[src/frs_pkg.sv]
`default_nettype none
package frs_pkg;

    localparam int DATA_W  = 32;
    localparam int REF_W   = 16;
    localparam int ADDR_W  = 8;
    localparam int FUNC_W  = 8;
    localparam int NUM_DIN = 5;
    localparam int MEM_AW  = 5;
    localparam int MEM_WORDS = 18;

    // Register byte offsets
    localparam logic [ADDR_W-1:0] OFS_CTRL       = 8'h00;
    localparam logic [ADDR_W-1:0] OFS_SCALE      = 8'h04;
    localparam logic [ADDR_W-1:0] OFS_DINF_A     = 8'h08;
    localparam logic [ADDR_W-1:0] OFS_DINF_B     = 8'h0C;
    localparam logic [ADDR_W-1:0] OFS_STATUS     = 8'h10;
    localparam logic [ADDR_W-1:0] OFS_PULSE      = 8'h14;
    localparam logic [ADDR_W-1:0] OFS_PRESET_BEG = 8'h40;
    localparam logic [ADDR_W-1:0] OFS_PRESET_END = 8'h88;

    // Control register fields
    localparam int CTRL_SRC_LSB    = 0;
    localparam int CTRL_SRC_W      = 3;
    localparam int CTRL_SWAP_BIT   = 4;
    localparam int CTRL_AIN2F_LSB  = 8;
    localparam int CTRL_PULSEF_LSB = 16;
    localparam int CTRL_WIRE3_BIT  = 24;

    // Status register fields
    localparam int STAT_STEP_LSB  = 16;
    localparam int STAT_ALARM_BIT = 24;
    localparam int STAT_DIN_LSB   = 25;
    localparam int PULSE_REF_LSB  = 16;

    // Reset values
    localparam logic [CTRL_SRC_W-1:0] SRC_RST    = 3'h1;
    localparam logic [FUNC_W-1:0]     AIN2F_RST  = 8'h00;
    localparam logic [FUNC_W-1:0]     PULSEF_RST = 8'h00;
    localparam logic [REF_W-1:0]      SCALE_RST  = 16'h05A0;
    localparam logic [NUM_DIN*FUNC_W-1:0] DINF_RST = 40'h06_0403_050F;

    // Source selector and function codes
    localparam logic [CTRL_SRC_W-1:0] SRC_KEYPAD = 3'h0;
    localparam logic [CTRL_SRC_W-1:0] SRC_ANALOG = 3'h1;
    localparam logic [CTRL_SRC_W-1:0] SRC_PULSE  = 3'h4;
    localparam logic [FUNC_W-1:0] FN_MS1       = 8'h03;
    localparam logic [FUNC_W-1:0] FN_MS2       = 8'h04;
    localparam logic [FUNC_W-1:0] FN_MS3       = 8'h05;
    localparam logic [FUNC_W-1:0] FN_JOG       = 8'h06;
    localparam logic [FUNC_W-1:0] FN_MS4       = 8'h20;
    localparam logic [FUNC_W-1:0] FN_JOG2      = 8'h45;
    localparam logic [FUNC_W-1:0] AIN_FN_AUX   = 8'h02;
    localparam logic [FUNC_W-1:0] PULSE_FN_REF = 8'h00;

    // Memory slots beyond the sixteen presets, and the step number both jogs report
    localparam logic [MEM_AW-1:0] MEM_JOG  = 5'h10;
    localparam logic [MEM_AW-1:0] MEM_JOG2 = 5'h11;
    localparam logic [MEM_AW-1:0] STEP_JOG = 5'h11;

    // 100.00 % in units of 0.01 %
    localparam logic [REF_W-1:0] REF_FULL = 16'h2710;

    // Pulse gate timing
    localparam int CLK_HZ      = 10_000_000;
    localparam int GATE_MS     = 1000;
    localparam int GATE_CYCLES = CLK_HZ / 1000 * GATE_MS;
    localparam int DIV_STEPS   = 32;

endpackage
`default_nettype wire

[src/frs_ref_mem.sv]
`timescale 1ns/1ps
`default_nettype none
module frs_ref_mem #(
    parameter int WORDS = 18,
    parameter int W     = 16,
    parameter int AW    = 5
) (
    input  wire logic          i_clk,
    input  wire logic          i_rst_n,
    input  wire logic          i_we,
    input  wire logic [AW-1:0] i_waddr,
    input  wire logic [W-1:0]  i_wdata,
    input  wire logic [AW-1:0] i_raddr,
    output logic      [W-1:0]  o_rdata
);
    logic [W-1:0] mem [WORDS];
    logic [W-1:0] rdata_reg;

    // Array left unreset so it maps to plain RAM; presets read unknown until written
    always_ff @(posedge i_clk) begin
        if (i_we) begin
            mem[i_waddr] <= i_wdata;
        end
    end

    always_ff @(posedge i_clk or negedge i_rst_n) begin
        if (!i_rst_n) begin
            rdata_reg <= '0;
        end else if (int'(i_raddr) < WORDS) begin
            rdata_reg <= mem[i_raddr];
        end else begin
            rdata_reg <= '0;
        end
    end

    assign o_rdata = rdata_reg;
endmodule
`default_nettype wire

[src/frs_pulse_meas.sv]
`timescale 1ns/1ps
`default_nettype none
module frs_pulse_meas #(
    parameter int GATE_CYCLES = frs_pkg::GATE_CYCLES
) (
    input  wire logic                     i_clk,
    input  wire logic                     i_rst_n,
    input  wire logic                     i_pulse_train_in,
    input  wire logic [frs_pkg::REF_W-1:0] i_scaling,
    output logic      [frs_pkg::REF_W-1:0] o_freq,
    output logic      [frs_pkg::REF_W-1:0] o_ref
);
    import frs_pkg::*;

    typedef struct packed {
        logic        s1;
        logic        s2;
        logic        s3;
        logic        lvl;
        logic [31:0] gate;
        logic [15:0] edges;
        logic [15:0] freq;
        logic        busy;
        logic [5:0]  bits;
        logic [31:0] num;
        logic [16:0] rem;
        logic [31:0] quo;
        logic [15:0] ref_v;
    } frs_pm_t;

    frs_pm_t st_reg;
    frs_pm_t st_next;
    logic [16:0] trial;
    logic        rise;

    always_comb begin
        st_next = st_reg;
        trial   = {st_reg.rem[15:0], st_reg.num[31]};
        rise    = 1'b0;
        st_next.s1 = i_pulse_train_in;
        st_next.s2 = st_reg.s1;
        st_next.s3 = st_reg.s2;
        if (st_reg.s2 == st_reg.s3) begin
            st_next.lvl = st_reg.s3;
            rise        = st_reg.s3 && !st_reg.lvl;
            if (rise && (st_reg.edges != '1)) begin
                st_next.edges = st_reg.edges + 16'h0001;
            end
        end
        if (st_reg.gate >= 32'(GATE_CYCLES - 1)) begin
            // Edges per one-second gate equal the frequency in Hz
            st_next.gate  = '0;
            // An edge seen on the closing cycle opens the next count, so none is lost
            st_next.edges = {15'h0000, rise};
            st_next.freq  = st_reg.edges;
            st_next.num   = 32'(st_reg.edges) * 32'(REF_FULL);
            st_next.rem   = '0;
            st_next.quo   = '0;
            st_next.bits  = 6'(DIV_STEPS);
            st_next.busy  = 1'b1;
        end else begin
            st_next.gate = st_reg.gate + 32'h0000_0001;
        end
        // Scaling frequency maps to 100 %; zero scaling saturates
        if (st_reg.busy) begin
            st_next.num = {st_reg.num[30:0], 1'b0};
            if (trial >= {1'b0, i_scaling}) begin
                st_next.rem = trial - {1'b0, i_scaling};
                st_next.quo = {st_reg.quo[30:0], 1'b1};
            end else begin
                st_next.rem = trial;
                st_next.quo = {st_reg.quo[30:0], 1'b0};
            end
            st_next.bits = st_reg.bits - 6'h01;
            if (st_reg.bits == 6'h01) begin
                st_next.busy  = 1'b0;
                st_next.ref_v = (st_next.quo[31:16] != '0) ? '1 : st_next.quo[15:0];
            end
        end
    end

    always_ff @(posedge i_clk or negedge i_rst_n) begin
        if (!i_rst_n) begin
            st_reg <= '0;
        end else begin
            st_reg <= st_next;
        end
    end

    assign o_freq = st_reg.freq;
    assign o_ref  = st_reg.ref_v;
endmodule
`default_nettype wire

[src/frs_ref_select.sv]
`timescale 1ns/1ps
`default_nettype none
//////////////////////////////////////////////////////////////////////////////////////////
module frs_ref_select #(
    parameter int GATE_CYCLES = frs_pkg::GATE_CYCLES
) (
    input  wire logic                          i_clk,
    input  wire logic                          i_rst_n,
    input  wire logic                          i_psel,
    input  wire logic                          i_penable,
    input  wire logic                          i_pwrite,
    input  wire logic [frs_pkg::ADDR_W-1:0]    i_paddr,
    input  wire logic [frs_pkg::DATA_W-1:0]    i_pwdata,
    output logic      [frs_pkg::DATA_W-1:0]    o_prdata,
    output logic                               o_pready,
    output logic                               o_pslverr,
    input  wire logic [frs_pkg::NUM_DIN-1:0]   i_din,
    input  wire logic [frs_pkg::REF_W-1:0]     i_analog_in_first,
    input  wire logic [frs_pkg::REF_W-1:0]     i_analog_in_second,
    input  wire logic                          i_pulse_train_in,
    output logic      [frs_pkg::REF_W-1:0]     o_freq_ref,
    output logic      [frs_pkg::MEM_AW-1:0]    o_ref_step,
    output logic                               o_param_setting_alarm
);
    import frs_pkg::*;

    typedef struct packed {
        logic [CTRL_SRC_W-1:0]       src;
        logic                        swap;
        logic [FUNC_W-1:0]           ain2f;
        logic [FUNC_W-1:0]           pulsef;
        logic                        wire3;
        logic [REF_W-1:0]            scale;
        logic [NUM_DIN*FUNC_W-1:0]   dinf;
        logic [NUM_DIN-1:0]          s1;
        logic [NUM_DIN-1:0]          s2;
        logic [NUM_DIN-1:0]          s3;
        logic [NUM_DIN-1:0]          din;
        logic                        pready;
        logic                        pslverr;
        logic [DATA_W-1:0]           prdata;
        logic                        mem_wait;
        logic                        sel_valid;
        logic                        use_mem;
        logic [REF_W-1:0]            value;
        logic [MEM_AW-1:0]           step_p;
        logic [REF_W-1:0]            fref;
        logic [MEM_AW-1:0]           step;
        logic                        alarm;
    } frs_state_t;

    frs_state_t st_reg;
    frs_state_t st_next;

    logic [REF_W-1:0]  mem_rdata;
    logic [REF_W-1:0]  pulse_freq;
    logic [REF_W-1:0]  pulse_ref;
    logic              mem_we;
    logic [MEM_AW-1:0] mem_raddr;
    logic [MEM_AW-1:0] apb_idx;
    logic [ADDR_W-1:0] apb_ofs;
    logic              apb_acc;
    logic              in_mem;
    logic              apb_steal;
    logic              ms1;
    logic              ms2;
    logic              ms3;
    logic              ms4;
    logic              jog;
    logic              jog2;
    logic              jog2_assigned;
    logic              aux_en;
    logic [REF_W-1:0]  master_ain;
    logic [REF_W-1:0]  aux_ain;
    logic [MEM_AW-1:0] sel_idx;
    logic [DATA_W-1:0] rd_mux;
    logic              mapped;

    //////////////////////////////////////////////////////////////////////////////////////////
    // Terminals sharing a code are ORed, so a duplicate never masks another
    // True when any terminal assigned to the code is on
    function automatic logic din_active(input logic [NUM_DIN*FUNC_W-1:0] f,
                                        input logic [NUM_DIN-1:0]        lv,
                                        input logic [FUNC_W-1:0]         code);
        logic hit;
        hit = 1'b0;
        for (int k = 0; k < NUM_DIN; k++) begin
            if (f[k*FUNC_W +: FUNC_W] == code) begin
                hit = hit | lv[k];
            end
        end
        return hit;
    endfunction

    //////////////////////////////////////////////////////////////////////////////////////////
    // Function decode of filtered terminals; levels are sampled live
    always_comb begin
        ms1  = din_active(st_reg.dinf, st_reg.din, FN_MS1);
        ms2  = din_active(st_reg.dinf, st_reg.din, FN_MS2);
        ms3  = din_active(st_reg.dinf, st_reg.din, FN_MS3);
        jog  = din_active(st_reg.dinf, st_reg.din, FN_JOG);
        ms4  = din_active(st_reg.dinf, st_reg.din, FN_MS4);
        jog2 = din_active(st_reg.dinf, st_reg.din, FN_JOG2) & st_reg.wire3;
        jog2_assigned = din_active(st_reg.dinf, '1, FN_JOG2);
    end

    //////////////////////////////////////////////////////////////////////////////////////////
    // Analog routing
    // Words arrive on this clock already, so they bypass the terminal filter
    always_comb begin
        if (st_reg.swap) begin
            // Second input becomes master, first input takes the selected function
            master_ain = i_analog_in_second;
            aux_ain    = i_analog_in_first;
        end else begin
            master_ain = i_analog_in_first;
            aux_ain    = i_analog_in_second;
        end
        aux_en = (st_reg.ain2f == AIN_FN_AUX);
    end

    //////////////////////////////////////////////////////////////////////////////////////////
    // APB decode
    // Preset reads borrow the RAM port; the reference pipeline pauses meanwhile
    always_comb begin
        apb_acc   = i_psel & i_penable;
        apb_ofs   = i_paddr - OFS_PRESET_BEG;
        apb_idx   = apb_ofs[MEM_AW+1:2];
        in_mem    = (i_paddr >= OFS_PRESET_BEG) && (i_paddr < OFS_PRESET_END)
                    && (i_paddr[1:0] == 2'b00);
        apb_steal = apb_acc & in_mem & ~i_pwrite & ~st_reg.pready;
        mem_we    = apb_acc & st_reg.pready & i_pwrite & in_mem;
        // Command 4 widens the binary index to presets 9-16
        sel_idx   = {1'b0, ms4, ms3, ms2, ms1};
        // Second jog outranks jog, which outranks the step index
        if (jog2) begin
            sel_idx = MEM_JOG2;
        end else if (jog) begin
            sel_idx = MEM_JOG;
        end
        mem_raddr = apb_steal ? apb_idx : sel_idx;
        mapped    = 1'b1;
        rd_mux    = '0;
        // Fields read back at their register bit positions; unused bits read zero
        case (i_paddr)
            OFS_CTRL: begin
                rd_mux[CTRL_SRC_LSB +: CTRL_SRC_W] = st_reg.src;
                rd_mux[CTRL_SWAP_BIT]              = st_reg.swap;
                rd_mux[CTRL_AIN2F_LSB +: FUNC_W]   = st_reg.ain2f;
                rd_mux[CTRL_PULSEF_LSB +: FUNC_W]  = st_reg.pulsef;
                rd_mux[CTRL_WIRE3_BIT]             = st_reg.wire3;
            end
            OFS_SCALE: begin
                rd_mux[REF_W-1:0] = st_reg.scale;
            end
            OFS_DINF_A: begin
                rd_mux = st_reg.dinf[DATA_W-1:0];
            end
            OFS_DINF_B: begin
                rd_mux[FUNC_W-1:0] = st_reg.dinf[NUM_DIN*FUNC_W-1:DATA_W];
            end
            OFS_STATUS: begin
                rd_mux[REF_W-1:0]                      = st_reg.fref;
                rd_mux[STAT_STEP_LSB +: MEM_AW]        = st_reg.step;
                rd_mux[STAT_ALARM_BIT]                 = st_reg.alarm;
                rd_mux[STAT_DIN_LSB +: NUM_DIN]        = st_reg.din;
            end
            OFS_PULSE: begin
                rd_mux[REF_W-1:0]              = pulse_freq;
                rd_mux[PULSE_REF_LSB +: REF_W] = pulse_ref;
            end
            default: begin
                if (in_mem) begin
                    rd_mux[REF_W-1:0] = mem_rdata;
                end else begin
                    mapped = 1'b0;
                end
            end
        endcase
    end

    //////////////////////////////////////////////////////////////////////////////////////////
    // Next state
    always_comb begin
        st_next = st_reg;

        // Terminal filter: a change counts once two late stages agree
        st_next.s1 = i_din;
        st_next.s2 = st_reg.s1;
        st_next.s3 = st_reg.s2;
        for (int k = 0; k < NUM_DIN; k++) begin
            if (st_reg.s2[k] == st_reg.s3[k]) begin
                st_next.din[k] = st_reg.s3[k];
            end
        end

        // Every transfer waits one cycle; preset reads wait two for the RAM
        st_next.pready  = 1'b0;
        st_next.pslverr = 1'b0;
        if (apb_acc && !st_reg.pready) begin
            if (apb_steal && !st_reg.mem_wait) begin
                st_next.mem_wait = 1'b1;
            end else begin
                st_next.mem_wait = 1'b0;
                st_next.pready   = 1'b1;
                st_next.pslverr  = ~mapped;
                st_next.prdata   = i_pwrite ? '0 : rd_mux;
            end
        end
        // A write lands on the edge where the master sees pready
        if (apb_acc && st_reg.pready && i_pwrite) begin
            case (i_paddr)
                OFS_CTRL: begin
                    st_next.src    = i_pwdata[CTRL_SRC_LSB +: CTRL_SRC_W];
                    st_next.swap   = i_pwdata[CTRL_SWAP_BIT];
                    st_next.ain2f  = i_pwdata[CTRL_AIN2F_LSB +: FUNC_W];
                    st_next.pulsef = i_pwdata[CTRL_PULSEF_LSB +: FUNC_W];
                    st_next.wire3  = i_pwdata[CTRL_WIRE3_BIT];
                end
                OFS_SCALE: begin
                    st_next.scale = i_pwdata[REF_W-1:0];
                end
                OFS_DINF_A: begin
                    st_next.dinf[DATA_W-1:0] = i_pwdata;
                end
                OFS_DINF_B: begin
                    st_next.dinf[NUM_DIN*FUNC_W-1:DATA_W] = i_pwdata[FUNC_W-1:0];
                end
                default: begin
                end
            endcase
        end

        // Stage 1: choose the reference kind; a stolen RAM cycle skips it
        st_next.sel_valid = ~apb_steal;
        st_next.use_mem   = 1'b1;
        st_next.value     = '0;
        st_next.step_p    = sel_idx + 5'h01;
        if (jog2) begin
            st_next.step_p = STEP_JOG;
        end else if (jog) begin
            st_next.step_p = STEP_JOG;
        end else if (!ms4 && !ms3 && !ms2 && !ms1) begin
            case (st_reg.src)
                SRC_ANALOG: begin
                    st_next.use_mem = 1'b0;
                    st_next.value   = master_ain;
                end
                SRC_PULSE: begin
                    if (st_reg.pulsef == PULSE_FN_REF) begin
                        st_next.use_mem = 1'b0;
                        st_next.value   = pulse_ref;
                    end
                end
                default: begin
                    // Keypad entry lands in preset 1
                    // Unlisted selector codes fall back to the same word
                    st_next.use_mem = 1'b1;
                end
            endcase
        end else if (ms1 && !ms2 && !ms3 && !ms4 && aux_en) begin
            st_next.use_mem = 1'b0;
            st_next.value   = aux_ain;
        end

        // Stage 2: RAM data is valid one cycle after its address
        if (st_reg.sel_valid) begin
            st_next.fref = st_reg.use_mem ? mem_rdata : st_reg.value;
            st_next.step = st_reg.step_p;
        end

        // Live level: it clears as soon as the setting becomes legal
        st_next.alarm = jog2_assigned & ~st_reg.wire3;
    end

    always_ff @(posedge i_clk or negedge i_rst_n) begin
        if (!i_rst_n) begin
            // Preset RAM keeps no reset; software loads it before use
            st_reg        <= '0;
            st_reg.src    <= SRC_RST;
            st_reg.ain2f  <= AIN2F_RST;
            st_reg.pulsef <= PULSEF_RST;
            st_reg.scale  <= SCALE_RST;
            st_reg.dinf   <= DINF_RST;
        end else begin
            st_reg <= st_next;
        end
    end

    //////////////////////////////////////////////////////////////////////////////////////////
    frs_ref_mem #(
        .WORDS (MEM_WORDS),
        .W     (REF_W),
        .AW    (MEM_AW)
    ) u_mem (
        .i_clk   (i_clk),
        .i_rst_n (i_rst_n),
        .i_we    (mem_we),
        .i_waddr (apb_idx),
        .i_wdata (i_pwdata[REF_W-1:0]),
        .i_raddr (mem_raddr),
        .o_rdata (mem_rdata)
    );

    // Measurement runs free; stage 1 reads its latest result live
    frs_pulse_meas #(
        .GATE_CYCLES (GATE_CYCLES)
    ) u_pulse (
        .i_clk            (i_clk),
        .i_rst_n          (i_rst_n),
        .i_pulse_train_in (i_pulse_train_in),
        .i_scaling        (st_reg.scale),
        .o_freq           (pulse_freq),
        .o_ref            (pulse_ref)
    );

    assign o_prdata              = st_reg.prdata;
    assign o_pready              = st_reg.pready;
    assign o_pslverr             = st_reg.pslverr;
    assign o_freq_ref            = st_reg.fref;
    assign o_ref_step            = st_reg.step;
    assign o_param_setting_alarm = st_reg.alarm;
endmodule
`default_nettype wire

[config.mk]
export PLATFORM = sky130hd
export DESIGN_NAME = frs_ref_select
export DESIGN_NICKNAME = d
export VERILOG_FILES = /design/src/frs_pkg.sv /design/src/frs_ref_mem.sv /design/src/frs_pulse_meas.sv /design/src/frs_ref_select.sv
export SDC_FILE = /design/constraint.sdc
export NUM_CORES = 1
export LEC_CHECK = 0
export BUFFER_PORTS_ARGS = -buffer_cell sky130_fd_sc_hd__buf_2
export CORE_MARGIN = 8
export CORE_UTILIZATION = 55
export DETAILED_ROUTE_END_ITERATION = 10
export GPL_TIMING_DRIVEN = 0
export PLACE_DENSITY_LB_ADDON = 0.15
export SLEW_MARGIN = 20
export SYNTH_ARGS = -nofsm -noshare
export SYNTH_HDL_FRONTEND = slang
export SYNTH_HIERARCHICAL = 1
export SYNTH_SLANG_ARGS = --single-unit
[constraint.sdc]
create_clock -name i_clk -period 8.3 [get_ports i_clk]
set_input_delay 2.075 -clock i_clk [delete_from_list [all_inputs] [get_ports i_clk]]
set_output_delay 2.075 -clock i_clk [all_outputs]
set_load 0.005 [all_outputs]
==> results.sh <==
export IMPL_comb_power_share_pct=14.0
export IMPL_die_h_um=258
export IMPL_hold_buffers=0
export IMPL_synth_edf_count=288
export IMPL_wl_per_cell_um=24.2
export IMPL_highest_layer="met4"
export IMPL_tns_ns=0
export IMPL_crit_arrival_ns=5.90
export IMPL_async_flop_share_pct=55.5
export IMPL_crit_buf_inv=6
export IMPL_htreeDepth=3
export IMPL_insertion_delay_ns=0.61
export IMPL_swShare_pct=26.3
export IMPL_post_route_util_pct=63.3
export IMPL_die_width_um=258
export IMPL_intPower_w=0.00583
export IMPL_final_max_slew_violation_count=0
export IMPL_syn_to_final_growth_pct=13.5
export IMPL_syn_cell_area_um2=32300
export IMPL_crit_family="buffers and inverters"
export IMPL_tritoncts="done"
export IMPL_cts_resized=0
export IMPL_power_density_nw_per_um2=216
export IMPL_cts_root_buf="clkbuf_16"
export IMPL_synth_warnings=6
export IMPL_crit_fanout=10
export IMPL_layout_commonest_cell="dfrtp_1"
export IMPL_tightest_slew_ns=0.979
export IMPL_layout_common_cells="dfrtp_1 (343), edfxtp_1 (288), nand2_1 (212)"
export IMPL_synth_largest_area_cell="edfxtp_1"
export IMPL_clkSlewWorstSetupHoldPaths_ns=0.06
export IMPL_post_route_period_util_pct=66.2
export IMPL_hold_viol=0
export IMPL_drc=0
export IMPL_finalSetupViolCount=0
export IMPL_cts_sinks=647
export IMPL_antenna_found_initial=0
export IMPL_fill_cells=4516
export IMPL_worstSetupPathType="primary input to flop"
export IMPL_wl_met1_mm=38.0
export IMPL_startpoint_type="primary input"
export IMPL_grt_usage_pct=26.5
export IMPL_postRouteAntennaNets=0
export IMPL_port_buffers=138
export IMPL_synthFlopType="dfrtp_1"
export IMPL_slowest_stage="o21bai_1"
export IMPL_core_um2=57800
export IMPL_cpPeakStageDelay_ns=0.52
export IMPL_grt_ovfl_total=0
export IMPL_synthesis_area_per_instance_um2=12.3
export IMPL_synth_area_leaders="edfxtp_1 (27%), dfrtp_1 (27%), mux2i_1 (5.6%)"
export IMPL_clockPowerShare_pct=38.5
export IMPL_num_io_pins=139
export IMPL_synth_seq_cells=647
export IMPL_gp_congestion=0.927
export IMPL_vdd_drop_max_mv=0.165
export IMPL_p_leak_nw=15.2
export IMPL_rsz0062_at_grt="no"
export IMPL_grt_max_degree=101
export IMPL_cts_buffers=70
export IMPL_netlist_area_leader_share_pct=26.8
export IMPL_grt_first_pass_wirelength_mm=136
export IMPL_outcome="finished clean"
export IMPL_row_count=88
export IMPL_finClkSkew_ns=0.0301
export IMPL_layout_drive_gt1_share_pct=21.1
export IMPL_fmax_ghz=0.182
export IMPL_cts_buffer_depth=3
export IMPL_vias=22100
export IMPL_power_switching_w=0.00208
export IMPL_period_needed_ns=5.50
export IMPL_synth_cells=2616
export IMPL_route_met2_wl_mm=42.3
export IMPL_ys_seq_area_share_pct=54.7
export IMPL_largest_register_ffs=288
export IMPL_p_seq_share_pct=47.5
export IMPL_viasPerCell=6.02
export IMPL_cts_setup_buffers=0
export IMPL_slew_headroom_pct=34.0
export IMPL_initial_core_util_pct=55.8
export IMPL_grt_pass1_vias=22300
export IMPL_routed_wl_mm=89.2
export IMPL_drv_cap=0
export IMPL_dieArea_um2=66700
export IMPL_wl_met3_mm=6.24
export IMPL_required_ns=8.70
export IMPL_hold_class="flop to flop"
export IMPL_drtIter0Drc=2144
export IMPL_path_cells="buf_2 > buf_2 > nor4_1 > mux2i_1 > nor4_2 > inv_1 > mux2_2 > buf_6 > buf_6 > buf_4 > mux2i_1 > o22ai_1 > o21bai_1 > o221ai_1"
export IMPL_yosysUniqueCellTypes=97
export IMPL_nNetsFinal=3081
export IMPL_hpwl_mm=65.3
export IMPL_cp_end_kind="flop"
export IMPL_first_pass_iters=5
cells in the mapped netlist (16+ instances only):
master     count
a21oi_1      106
a22oi_1       33
and3_1        24
buf_2         31
buf_4         96
buf_6         23
clkbuf_1      57
dfrtp_1      343
dfstp_2       16
edfxtp_1     288
fa_1          36
ha_1         103
inv_1        131
mux2_2        57
mux2_4        40
mux2i_1      180
mux4_2        28
nand2_1      212
nand2b_1      16
nand3_1       54
nand4_1       17
nor2_1       149
nor2b_1       22
nor3_1        40
o21ai_0       71
o21ai_1       41
o221ai_1      21
o22a_1        16
o22ai_1       23
o2bb2ai_1     16
o31ai_1       16
xnor2_1       30
xor2_1        38
final timing paths:
kind,from,endpoint,slack (ns),cells past startpoint
min in group asynchronous,i_rst_n,st_reg[127],1.32,1
worst max register to register,u_pulse/st_reg[126],u_pulse/st_reg[90],2.93,20
worst min-delay path,st_next[93],st_next[88],0.35,0
worst max-delay path,i_paddr[4],u_mem/o_rdata[7],2.80,14
worst min register to register,st_next[93],st_next[88],0.35,0
max in group asynchronous,i_rst_n,u_pulse/st_reg[78],5.34,4
worst register-to-register path: cells and delay by family, from the launching register on:
family	cells	cell delay, ns
xor gates and xnor gates	1	0.39
DFF	1	0.54
adders and majority gates	6	2.43
AOI/OAI and AO/OA	7	1.42
buffers and inverters	6	0.45
kinds of logic after synthesis:
family	Yosys count	synth area share [%]
compound gates	478	10.1
xor+xnor	68	1.85
fa+ha+maj	145	6.42
buf+inv	350	6.03
flops	647	54.7
mux	305	11.4
other cells	1	0.0116
simple gates	622	9.51
metrics by stage:
stage / setup slack, ns / area (um^2) / total power [W] / hold WS (ns) / cells
global placement: -1.57 / 33900 / 0.00485 / 0.334 / 3526
detailed placement: 2.40 / 34400 / 0.00491 / 0.336 / 3552
CTS: 2.91 / 36600 / 0.00794 / 0.353 / 3679
global route: 2.69 / 36600 / 0.00822 / 0.354 / 3679
floorplan: 2.56 / 32300 / 0.00451 / 0.331 / 2623
finish: 2.80 / 36600 / 0.00791 / 0.351 / 3681
metal layers:
metal | up-vias | track usage, %
met5 | - | 0
met4 | 0 | 8.37
met3 | 163 | 4.26
met2 | 863 | 42.6
met1 | 11200 | 36.8
li1 | 9925 | -
power by group through the flow:
stage / logic, W / clock network (W) / registers (W)
6_report: 0.00111 / 0.00304 / 0.00376
5_1_grt: 0.00121 / 0.00322 / 0.00378
4_1_cts: 0.00109 / 0.00309 / 0.00376
3_5_place_dp: 0.00109 / 0 / 0.00382
3_3_place_gp: 0.00105 / 0 / 0.00380
2_1_floorplan: 0.000753 / 0 / 0.00376
final cells by class:
cell class              instances  area, um^2  share of cell area [%]
clock inverters                29         246                   0.673
clock buffers                  98        2000                    5.46
flip-flops and latches        647       17700                    48.2
inverters                     131         492                    1.34
well taps                     765         957                    2.61
repair buffers                164        1060                    2.89
plain buffers                 219        1450                    3.97
diodes                          2        5.00                  0.0137
multi-input cells            1626       12800                    34.8
Note: power is estimated with default switching activity, not from simulation.
